**src/pkg/oosc_pkg.sv**
```systemverilog
// package for the on/off state controller: states, codes and timing counts
`default_nettype none
package oosc_pkg;
  // controller states
  typedef enum logic [3:0] {
    ST_NOPWR    = 4'h0,
    ST_SETTLE   = 4'h1,
    ST_STANDBY  = 4'h2,
    ST_SWON     = 4'h3,
    ST_WAITBOK  = 4'h4,
    ST_PWRUP    = 4'h5,
    ST_HOLDWAIT = 4'h6,
    ST_ON       = 4'h7,
    ST_PWRDN    = 4'h8,
    ST_BIASOFF  = 4'h9
  } oosc_state_t;
  // software reset field codes
  localparam logic [1:0] SRST_NONE = 2'h0;
  localparam logic [1:0] SRST_COLD = 2'h1;
  localparam logic [1:0] SRST_OFF = 2'h2;
  // clock rate
  localparam int CLK_HZ = 20000000;
  // charger input debounce time, in ms
  localparam int CHG_DB_MS = 120;
  localparam int CHG_DB_CYC = CHG_DB_MS * (CLK_HZ / 1000);
  // settle time after supply is good, in us (plain choice)
  localparam int SETTLE_US = 10;
  localparam int SETTLE_CYC = (SETTLE_US * (CLK_HZ / 1000000) > 0) ?
    SETTLE_US * (CLK_HZ / 1000000) : 1;
  // hold wait time, in ms (plain choice)
  localparam int HOLD_WAIT_MS = 1;
  localparam int HOLD_WAIT_CYC = HOLD_WAIT_MS * (CLK_HZ / 1000);
  // counter width
  localparam int CNT_W = 24;
  // number of flexible sequencer slots
  localparam int FLEX_SLOTS = 4;
endpackage
`default_nettype wire

```
**src/hw/oosc_ctrl.sv**
```systemverilog
// on/off state controller of a power-management device
//
// Function
// - stay powered off while supply below threshold
// - settle, release internal reset, go standby
// - standby waits for wake or bias enable
// - standby keeps bias and peripherals off
// - bias enable set moves standby to software-on
// - bias enable cleared returns to standby
// - debounced onkey falling edge is a wake
// - debounced charger rising edge is a wake
// - software code 01 sets wake flag
// - wait for bias ok before power-up
// - after power-up, time hold wait period
// - hold expired and low: power down
// - keep waiting; hold high enters on
// - on state enables all flex slots
// - on state keeps main bias enabled
// - cold reset code starts power-down
// - power-off code starts power-down
// - overtemperature lockout forces power-down in on state only
// - undervoltage lockout forces power-down in on state only
// - leave power-down only when sequence done or supply lost
// - then disable bias and return standby
// - overvoltage lockout only acts in on state
`default_nettype none
module oosc_ctrl #(
  parameter int CHG_DB_CYC = oosc_pkg::CHG_DB_CYC,
  parameter int HOLD_WAIT_CYC = oosc_pkg::HOLD_WAIT_CYC
) (
  input wire logic clk,
  input wire logic rst,
  input wire logic supply_good, // supply above power-on-reset threshold
  input wire logic bias_enable, // software bias enable bit
  input wire logic onkey_n, // onkey pin, active low, raw
  input wire logic onkey_debounced, // debounced onkey level, active low
  input wire logic charger_input, // charger present, raw
  input wire logic [1:0] software_reset_code, // software reset field
  input wire logic software_reset_wr, // one-cycle write strobe of the field
  input wire logic bias_ok, // main bias ok
  input wire logic pwrup_done, // power-up sequence complete
  input wire logic pwrdn_done, // power-down sequence complete
  input wire logic bias_off_done, // main bias disabled
  input wire logic hold_input, // hold pin
  input wire logic otlo, // overtemperature lockout
  input wire logic uvlo, // undervoltage lockout
  input wire logic ovlo, // overvoltage lockout
  output logic internal_rst, // internal reset, high until settled
  output logic main_bias_en, // main bias on
  output logic periph_allow, // peripherals may operate
  output logic [oosc_pkg::FLEX_SLOTS-1:0] flex_sequencer, // slot enables
  output logic pwrup_start, // power-up sequence running
  output logic pwrdn_start, // power-down sequence running
  output logic wake_flag, // internal wake flag
  output logic [3:0] state // current state code
);
  //////////////////////////////////////////////////////////////////////////////
  // pin synchronisers; the first stage feeds only the second
  logic [2:0] sync1_r;
  logic [2:0] sync2_r;
  logic supply_s;
  logic onkey_s;
  logic chg_s;
  // synchronise supply, debounced onkey and charger input
  always_ff @(posedge clk) begin
    if (rst) begin
      sync1_r <= 3'h2;
      sync2_r <= 3'h2;
    end else begin
      sync1_r <= {charger_input, onkey_debounced, supply_good};
      sync2_r <= sync1_r;
    end
  end
  assign supply_s = sync2_r[0];
  assign onkey_s = sync2_r[1];
  assign chg_s = sync2_r[2];

  //////////////////////////////////////////////////////////////////////////////
  oosc_pkg::oosc_state_t st_r;
  oosc_pkg::oosc_state_t st_nxt;
  logic onkey_d_r; // previous onkey level
  logic onkey_fall; // falling edge of debounced onkey
  logic chg_d_r; // previous charger level
  logic [oosc_pkg::CNT_W-1:0] chg_cnt_r; // charger debounce count
  logic chg_wake_r; // debounced charger rising edge
  logic [oosc_pkg::CNT_W-1:0] tmr_r; // settle and hold wait timer
  logic tmr_done;
  logic wake_r;
  logic wake_any;
  logic exit_req;
  logic in_run;

  // onkey edge; raw pin is unused beyond its debounced status
  always_ff @(posedge clk) begin
    if (rst) begin
      onkey_d_r <= 1'b1;
    end else begin
      onkey_d_r <= onkey_s;
    end
  end
  assign onkey_fall = onkey_d_r & ~onkey_s;

  // charger: rising edge arms a counter; level must hold the full time
  always_ff @(posedge clk) begin
    if (rst) begin
      chg_d_r <= 1'b0;
      chg_cnt_r <= '0;
      chg_wake_r <= 1'b0;
    end else begin
      chg_d_r <= chg_s;
      chg_wake_r <= 1'b0;
      if (!chg_s) begin
        chg_cnt_r <= '0;
      end else if (chg_s && !chg_d_r) begin
        chg_cnt_r <= oosc_pkg::CNT_W'(1);
      end else if (chg_cnt_r != '0) begin
        if (chg_cnt_r == oosc_pkg::CNT_W'(CHG_DB_CYC)) begin
          chg_wake_r <= 1'b1;
          chg_cnt_r <= '0;
        end else begin
          chg_cnt_r <= chg_cnt_r + oosc_pkg::CNT_W'(1);
        end
      end
    end
  end

  // wake flag from software code 01; consumed when the wake is taken
  always_ff @(posedge clk) begin
    if (rst || !supply_s) begin
      wake_r <= 1'b0;
    end else if (software_reset_wr && software_reset_code == oosc_pkg::SRST_COLD) begin
      wake_r <= 1'b1;
    end else if (st_r == oosc_pkg::ST_STANDBY && st_nxt == oosc_pkg::ST_WAITBOK) begin
      wake_r <= 1'b0;
    end
  end
  assign wake_any = onkey_fall | chg_wake_r | wake_r;

  // on-state exit conditions; ovlo is only looked at here
  assign exit_req = ~hold_input | otlo | uvlo | ovlo
    | (software_reset_wr & (software_reset_code == oosc_pkg::SRST_COLD))
    | (software_reset_wr & (software_reset_code == oosc_pkg::SRST_OFF));

  //////////////////////////////////////////////////////////////////////////////
  // timer for settle and hold wait; restarts on each state change
  always_ff @(posedge clk) begin
    if (rst || st_nxt != st_r) begin
      tmr_r <= '0;
    end else if (!tmr_done) begin
      tmr_r <= tmr_r + oosc_pkg::CNT_W'(1);
    end
  end
  always_comb begin
    if (st_r == oosc_pkg::ST_SETTLE) begin
      tmr_done = tmr_r >= oosc_pkg::CNT_W'(oosc_pkg::SETTLE_CYC);
    end else begin
      tmr_done = tmr_r >= oosc_pkg::CNT_W'(HOLD_WAIT_CYC);
    end
  end

  //////////////////////////////////////////////////////////////////////////////
  // next state
  always_comb begin
    st_nxt = st_r;
    case (st_r)
      oosc_pkg::ST_NOPWR: begin
        if (supply_s) st_nxt = oosc_pkg::ST_SETTLE;
      end
      oosc_pkg::ST_SETTLE: begin
        if (tmr_done) st_nxt = oosc_pkg::ST_STANDBY;
      end
      oosc_pkg::ST_STANDBY: begin
        if (wake_any) st_nxt = oosc_pkg::ST_WAITBOK;
        else if (bias_enable) st_nxt = oosc_pkg::ST_SWON;
      end
      oosc_pkg::ST_SWON: begin
        if (!bias_enable) st_nxt = oosc_pkg::ST_STANDBY;
      end
      oosc_pkg::ST_WAITBOK: begin
        if (bias_ok) st_nxt = oosc_pkg::ST_PWRUP;
      end
      oosc_pkg::ST_PWRUP: begin
        if (pwrup_done) st_nxt = oosc_pkg::ST_HOLDWAIT;
      end
      oosc_pkg::ST_HOLDWAIT: begin
        if (hold_input) st_nxt = oosc_pkg::ST_ON;
        else if (tmr_done) st_nxt = oosc_pkg::ST_PWRDN;
      end
      oosc_pkg::ST_ON: begin
        if (exit_req) st_nxt = oosc_pkg::ST_PWRDN;
      end
      oosc_pkg::ST_PWRDN: begin
        if (pwrdn_done) st_nxt = oosc_pkg::ST_BIASOFF;
      end
      oosc_pkg::ST_BIASOFF: begin
        if (bias_off_done) st_nxt = oosc_pkg::ST_STANDBY;
      end
      default: st_nxt = oosc_pkg::ST_NOPWR;
    endcase
    if (!supply_s) st_nxt = oosc_pkg::ST_NOPWR;
  end

  // state register; supply loss wins over everything else
  always_ff @(posedge clk) begin
    if (rst) begin
      st_r <= oosc_pkg::ST_NOPWR;
    end else begin
      st_r <= st_nxt;
    end
  end

  //////////////////////////////////////////////////////////////////////////////
  // outputs, registered from the next state
  assign in_run = (st_nxt == oosc_pkg::ST_ON);
  always_ff @(posedge clk) begin
    if (rst) begin
      internal_rst <= 1'b1;
      main_bias_en <= 1'b0;
      periph_allow <= 1'b0;
      flex_sequencer <= '0;
      pwrup_start <= 1'b0;
      pwrdn_start <= 1'b0;
    end else begin
      internal_rst <= (st_nxt == oosc_pkg::ST_NOPWR) || (st_nxt == oosc_pkg::ST_SETTLE);
      // bias stays off in standby and off states; it drops while it is shut down,
      // since the far side can only report it disabled once we stop asking for it
      main_bias_en <= !(st_nxt == oosc_pkg::ST_NOPWR || st_nxt == oosc_pkg::ST_SETTLE
        || st_nxt == oosc_pkg::ST_STANDBY
        || st_nxt == oosc_pkg::ST_BIASOFF);
      periph_allow <= (st_nxt == oosc_pkg::ST_SWON) || in_run;
      flex_sequencer <= {oosc_pkg::FLEX_SLOTS{in_run}};
      pwrup_start <= (st_nxt == oosc_pkg::ST_PWRUP);
      pwrdn_start <= (st_nxt == oosc_pkg::ST_PWRDN);
    end
  end
  assign wake_flag = wake_r;
  assign state = st_r;
endmodule
`default_nettype wire

```
**config.mk**
```make
export PLATFORM = sky130hd
export DESIGN_NAME = oosc_ctrl
export DESIGN_NICKNAME = d
export VERILOG_FILES = /design/src/pkg/oosc_pkg.sv /design/src/hw/oosc_ctrl.sv
export SDC_FILE = /design/constraint.sdc
export NUM_CORES = 1
export LEC_CHECK = 0
export BUFFER_PORTS_ARGS = -buffer_cell sky130_fd_sc_hd__buf_4
export CAP_MARGIN = 25
export CORE_MARGIN = 5
export CORE_UTILIZATION = 45
export CTS_BUF_LIST = sky130_fd_sc_hd__clkbuf_2
export DETAILED_ROUTE_END_ITERATION = 10
export GPL_ROUTABILITY_DRIVEN = 0
export PLACE_DENSITY = 0.66
export REMOVE_ABC_BUFFERS = 1
export SLEW_MARGIN = 20
export SYNTH_ARGS = -nofsm -noshare
export SYNTH_HDL_FRONTEND = slang
export SYNTH_SLANG_ARGS = --single-unit
```
**constraint.sdc**
```tcl
create_clock -name clk -period 3.8 [get_ports clk]
set_input_delay 0.76 -clock clk [delete_from_list [all_inputs] [get_ports clk]]
set_output_delay 0.76 -clock clk [all_outputs]
set_load 0.005 [all_outputs]
```
==> results.yml, run 1 <==
synthesis:
  syn_avg_cell_area_sq_um: 8.834
  synth_area_leaders: "dfxtp_1 (40%), nor2_1 (6.5%), xor2_1 (6.0%)"
  synth_flop_cell: "dfxtp_1"
  yosysWarnings: 0
  syn-cell-area_sq_um: 3366
  synth_seq_cells: 68
  syn_inst: 381
  ys_types: 62
  synth.most_common_cell: "dfxtp_1"
  synth_top_area_share_pct: 40.45
  yosysTopAreaCell: "dfxtp_1"
  ys_seq_area_share_pct: 40.45
  async_reset_ff_share_pct: 0
  synth_edf_count: 0
  yosys-top-cells-count: "dfxtp_1 (68), nor2_1 (58), xor2_1 (23), nand3_1 (19), nand2_1 (17)"
critical_path:
  startpoint_type: "flip-flop"
  cp_slowest_cell: "dfxtp_1"
  critPathBufInv: 0
  path_common_cell: "nor3_1"
  critPathTopFamily: "simple AND/OR/NAND/NOR gates"
  cp_data_arrival_time_ns: 3.49
  slowest_delay_ns: 0.71
  crit_chain: "nor4b_1 -> nor3_1 -> and3_1 -> a2111o_1 -> nand2_2 -> nor3_1"
  cp.required_ns: 4.18
  crit_fanout: 17
  worst_setup_path_end_kind: "flip-flop"
  worstSetupPathType: "reg -> reg"
sta:
  finalClockSkew_ns: 0.04013
  slew_violations: 0
  maxSlewHeadroom_pct: 41.56
  fmax_ghz: 0.3219
  setup_viol: 0
  fin_tns_setup_ns: 0
  timing_hold_violations_final: 0
  tightestPinTransition_ns: 0.8742
  grt_setup_unrepaired: "false"
  fin_ws_ns: 0.6933
  period_minus_slack_ns: 3.107
  min_period_over_period_pct: 81.76
floorplanning:
  core.rowCount: 31
  die_y_um: 96.49
  dieArea_sq_um: 9309
  chipWidth_um: 96.49
  core_sq_um: 7253
  ioPinCount: 32
  start_util_pct: 46.40
power:
  power_frac_comb_pct: 4.1
  switching_share_pct: 22.87
  pwr-share-seq_pct: 50.9
  clock_power_share_pct: 45.1
  p_sw_mw: 0.3274
  total_power_mw: 1.431
  ir_drop_mv: 0.2255
  p_per_area_nw_per_um2: 375.7
  cellLeakagePower_nw: 1.365
  p_int_mw: 1.104
clock_network:
  cts_buffers: 9
  ctsLongestPathBuffers: 2
  clockRootBuffer: "clkbuf_2"
  cts_setup_buffers: 0
  cts_sinks: 68
  htree_levels: 3
  clkTransAtPathRegs_ns: 0.23
  cts.hold.buffers_added: 0
  cts_tree: "yes"
  ctsResizeCount: 0
  clock_latency_ns: 0.52
route:
  post-route-drc-count: 0
  drt_iter0_drc: 151
  avgViaCountPerCell: 5.426
  wirelength_um: 6872
  drtPass1Iterations: 4
  vias: 2751
  postRouteAntennaNets: 0
  wl_per_cell_um: 13.55
placed_design:
  hpwlAfterDp_um: 4768
  portBuffers: 30
  place_inst: 491
  preCtsSetupSlack_ns: 0.6765
grt:
  grt_max_degree: 25
  grt_pass1_wl_um: 11410
  grt_usage_pct: 15.64
  grt_pass1_vias: 2557
  gr-total-overflow: 0
  antenna_found_initial: 0
worst_hold_path:
  hold_path_class: "in -> reg"
finish:
  num-nets-final: 425
  syn_to_final_growth_pct: 13.20
  fin_cells: 507
  antennaDiodeCount: 0
  drive_gt1_share_pct: 18.87
run:
  cap_violations: 0
run_status:
  outcome: "completed"
## sequential cells by signal, summed over array words and instances, names as in the netlist, 3 cells and up
name / count
chg_cnt_r: 24
sync2_r: 3
sync1_r: 3
state: 4
tmr_r: 24
## per-layer routing
layer,wire (um),vias to the layer above,GRT usage [%]
met3,316,5,5.112
met5,0,-,0
met4,50,0,4.907
li1,-,1399,-
met2,3419,47,25.98
met1,3086,1300,19.20
## kinds of logic after synthesis
family,share of synthesized area [%]
AO/OA/AOI/OAI,11.78
XOR/XNOR,9.368
adder cells (fa/ha/maj),1.487
buffers and inverters,4.647
flip-flops,40.45
multiplexers,0.2974
AND/OR/NAND/NOR,31.97
## power by group through the flow
stage | logic, mW | clock network [mW] | registers [mW]
2_1_floorplan | 0.0332 | 0 | 0.740
6_report | 0.0584 | 0.645 | 0.728
3_5_place_dp | 0.0588 | 0 | 0.742
3_3_place_gp | 0.0573 | 0 | 0.742
5_1_grt | 0.0648 | 0.688 | 0.730
4_1_cts | 0.0589 | 0.658 | 0.728
## path summary, 6_finish.rpt
path | startpoint | to | slack (ns) | cells past startpoint
max reg2reg | state[0] | tmr_r[1] | 0.69 | 6
min | onkey_debounced | sync1_r[1] | 0.40 | 2
max | state[0] | tmr_r[1] | 0.69 | 6
min reg2reg | sync1_r[1] | sync2_r[1] | 0.44 | 1
## stage by stage
step                      hold slack, ns  cell area [sq um]  util [%]
after floorplan                   0.3895               3247         -
after global placement            0.3916               3618     49.89
after detailed placement          0.3923               3618     49.89
after CTS                         0.3641               3810     52.53
after global routing              0.3409               3810     52.53
final                             0.3960               3810     52.53
## area by class of cell
class	instances	area, sq um
Clock buffer	9	45.04
Clock inverter	7	146.4
Fill cell	682	3443
Inverter	10	37.54
Multi-Input combinational cell	281	1848
Sequential cell	68	1361
Tap cell	99	123.9
Timing Repair Buffer	33	247.7
## layout by cell type, fill, tap and decap left out, types with 4 or more instances in the layout
master / netlist / routed
bufinv_16: 0 / 4
dfxtp_1: 68 / 68
nand2_1: 17 / 17
o2111ai_1: 7 / 7
nor4_1: 7 / 7
a21oi_1: 6 / 6
ha_1: 4 / 4
nand3_1: 19 / 19
o21ai_0: 9 / 9
nand4_1: 8 / 8
nor3_2: 11 / 11
clkbuf_2: 0 / 9
xnor2_1: 13 / 13
buf_4: 3 / 33
nor2b_1: 9 / 9
nor2_1: 58 / 58
xor2_1: 23 / 23
or2_2: 6 / 6
nand2b_1: 4 / 4
inv_1: 10 / 10
and3_1: 9 / 9
nor3_1: 14 / 14
o211ai_1: 5 / 5
(Power assumes the default switching activity.)
==> run 2, diff against run 1 <==
--- a/config.mk
+++ b/config.mk
@@ -5,6 +5,7 @@
 export SDC_FILE = /design/constraint.sdc
 export NUM_CORES = 1
 export LEC_CHECK = 0
+export ABC_AREA = 1
 export BUFFER_PORTS_ARGS = -buffer_cell sky130_fd_sc_hd__buf_4
 export CAP_MARGIN = 25
 export CORE_MARGIN = 5
@@ -12,7 +13,7 @@
 export CTS_BUF_LIST = sky130_fd_sc_hd__clkbuf_2
 export DETAILED_ROUTE_END_ITERATION = 10
 export GPL_ROUTABILITY_DRIVEN = 0
-export PLACE_DENSITY = 0.66
+export PLACE_DENSITY = 0.69
 export REMOVE_ABC_BUFFERS = 1
 export SLEW_MARGIN = 20
 export SYNTH_ARGS = -nofsm -noshare
==> constraint.sdc (replaced) <==
create_clock -name clk -period 2.7 [get_ports clk]
set_input_delay 0.54 -clock clk [delete_from_list [all_inputs] [get_ports clk]]
set_output_delay 0.54 -clock clk [all_outputs]
set_load 0.005 [all_outputs]
==> run 2 against run 1 <==
  * First-iteration DRC count fell by 32%
  * Sequential share of layout area fell by 0.34 points
  * Worst hold slack got worse by 0.18 ns
  * Sequential cell count did not move
  * Synthesized area rose by 0.86%
  * Sequential power rose by 40%
==> results.yml, run 2 <==
finish:
  post-route-util_pct: 52.75
  final_common_cell: "inv_1"
  multi_input_area_sq_um: 1654
  fillCellCount: 734
  syn_to_final_growth_pct: 13.31
  seqCellArea_sq_um: 1361
  drive_gt1_share_pct: 17.28
  num-nets-final: 532
  layout_common_cells: "inv_1 (80), nand2_1 (77), dfxtp_1 (68)"
  antennaDiodeCount: 0
grt:
  grt_pass1_wl_um: 12090
  gr-total-overflow: 0
  grt_pass1_vias: 2764
  antenna_found_initial: 0
  grt_usage_pct: 15.23
  grt_max_degree: 25
placed_design:
  hpwlAfterDp_um: 5121
  portBuffers: 30
route:
  drtPass1Iterations: 5
  wirelength_um: 6749
  drt_iter0_drc: 103
  vias: 2943
  postRouteAntennaNets: 0
  post-route-drc-count: 0
  avgViaCountPerCell: 4.793
  wl_per_cell_um: 10.99
synthesis:
  synth_area_leaders: "dfxtp_1 (40%), inv_1 (8.8%), nand2_1 (8.5%)"
  syn_inst: 476
  async_reset_ff_share_pct: 0
  syn_avg_cell_area_sq_um: 7.131
  yosysWarnings: 0
  synth_seq_cells: 68
  synth_edf_count: 0
  yosys-top-cells-count: "inv_1 (80), nand2_1 (77), dfxtp_1 (68), nor2_1 (67), nand3_1 (29)"
  ys_seq_area_share_pct: 40.10
  synth_flop_cell: "dfxtp_1"
  yosysTopAreaCell: "dfxtp_1"
  ys_types: 36
  synth_top_area_share_pct: 40.10
  syn-cell-area_sq_um: 3395
  synth.most_common_cell: "inv_1"
clock_network:
  clkTransAtPathRegs_ns: 0.20
  clock_latency_ns: 0.49
  ctsResizeCount: 0
  cts_sinks: 68
  cts_tree: "yes"
  cts.hold.buffers_added: 0
  cts_setup_buffers: 0
  clockRootBuffer: "clkbuf_2"
  ctsLongestPathBuffers: 2
  cts_buffers: 9
  htree_levels: 3
sta:
  timing_hold_violations_final: 0
  min_period_over_period_pct: 84.63
  slew_violations: 0
  fin_tns_setup_ns: 0
  period_minus_slack_ns: 2.285
  fmax_ghz: 0.4376
  finalClockSkew_ns: 0.01930
  tightestPinTransition_ns: 0.5088
  setup_viol: 0
  grt_setup_unrepaired: "false"
  maxSlewHeadroom_pct: 66.04
floorplanning:
  core.rowCount: 31
  ioPinCount: 32
  core_sq_um: 7292
  start_util_pct: 46.55
  chipWidth_um: 96.85
  die_y_um: 96.85
  dieArea_sq_um: 9380
power:
  p_per_area_nw_per_um2: 471.5
  cellLeakagePower_nw: 1.578
  ir_drop_mv: 0.3541
critical_path:
  worst_setup_path_end_kind: "flip-flop"
  crit_chain: "inv_1 -> nor2_2 -> inv_2 -> nor3_2 -> nand3_1 -> and2_1 -> nand4_2 -> nand2_1 -> nand2_1 -> nand2_1 -> nor2_1 -> nand2_2 -> buf_12 -> nor2_2"
  startpoint_type: "flip-flop"
  worstSetupPathType: "reg -> reg"
  crit_fanout: 24
  critPathTopFamily: "simple AND/OR/NAND/NOR gates"
  path_common_cell: "nand2_1"
  slowest_delay_ns: 0.51
  cp_slowest_cell: "dfxtp_1"
  cp_data_arrival_time_ns: 2.72
  critPathBufInv: 3
  cp.required_ns: 3.13
worst_hold_path:
  hold_path_class: "in -> reg"
run_status:
  outcome: "completed"
run:
  cap_violations: 0
[run 2: changes by cell type after synthesis, sizes merged, moves of 9 or more]
cell and change:
clkbuf -10, nand3 +10, inv +72, nand2 +65, nor2 +34, xor2 -14, a21oi +19, o21ai +11
xnor2 -9
[run 2: final cells by class]
| cell class | count | area share [%] |
|---|---|---|
| clock buffers | 9 | 1.171 |
| clock inverters | 7 | 2.570 |
| inverters | 82 | 8.068 |
| multi-input cells | 317 | 43.01 |
| flip-flops and latches | 68 | 35.39 |
| well taps | 99 | 3.221 |
| repair buffers | 32 | 6.571 |
[run 2: path summary, 6_finish.rpt]
kind	from	end	slack [ns]	depth (start not counted)
max	state[2]	tmr_r[9]	0.41	14
min	onkey_debounced	sync1_r[1]	0.22	2
min reg2reg	sync1_r[0]	sync2_r[0]	0.42	2
max reg2reg	state[2]	tmr_r[9]	0.41	14
[run 2: stage by stage]
step / hold slack [ns] / power [mW] / cell area (sq um) / setup WS (ns) / instances
after floorplan: 0.3883 / 1.094 / 3326 / 0.4333 / 467
after global placement: 0.3905 / 1.132 / 3702 / 0.4564 / 598
after detailed placement: 0.3965 / 1.134 / 3702 / 0.4453 / 598
after CTS: 0.1521 / 1.847 / 3846 / 0.3883 / 614
after global routing: 0.1588 / 1.896 / 3846 / 0.06902 / 614
final: 0.2162 / 1.813 / 3846 / 0.4149 / 614
[run 2: logic make-up after synthesis]
group | Yosys count | synth area share (%)
buffers and inverters | 91 | 11.17
AND/OR/NAND/NOR | 249 | 35.75
AO/OA/AOI/OAI | 51 | 8.146
XOR/XNOR | 13 | 3.354
adder cells (fa/ha/maj) | 4 | 1.474
flip-flops | 68 | 40.10
[run 2: power breakdown]
part | internal [mW] | total (mW) | switching [mW]
clock | 0.313 | 0.700 | 0.387
sequential | 1.02 | 1.02 | 0.00805
combinational | 0.0379 | 0.0897 | 0.0518
total | 1.37 | 1.81 | 0.447
[run 2: routing by layer]
metal | part of all wire, % | global-route usage (%)
met3 | 3.2 | 3.165
met2 | 49 | 25.85
met1 | 46 | 18.56
met4 | 1.4 | 6.587
met5 | 0 | 0
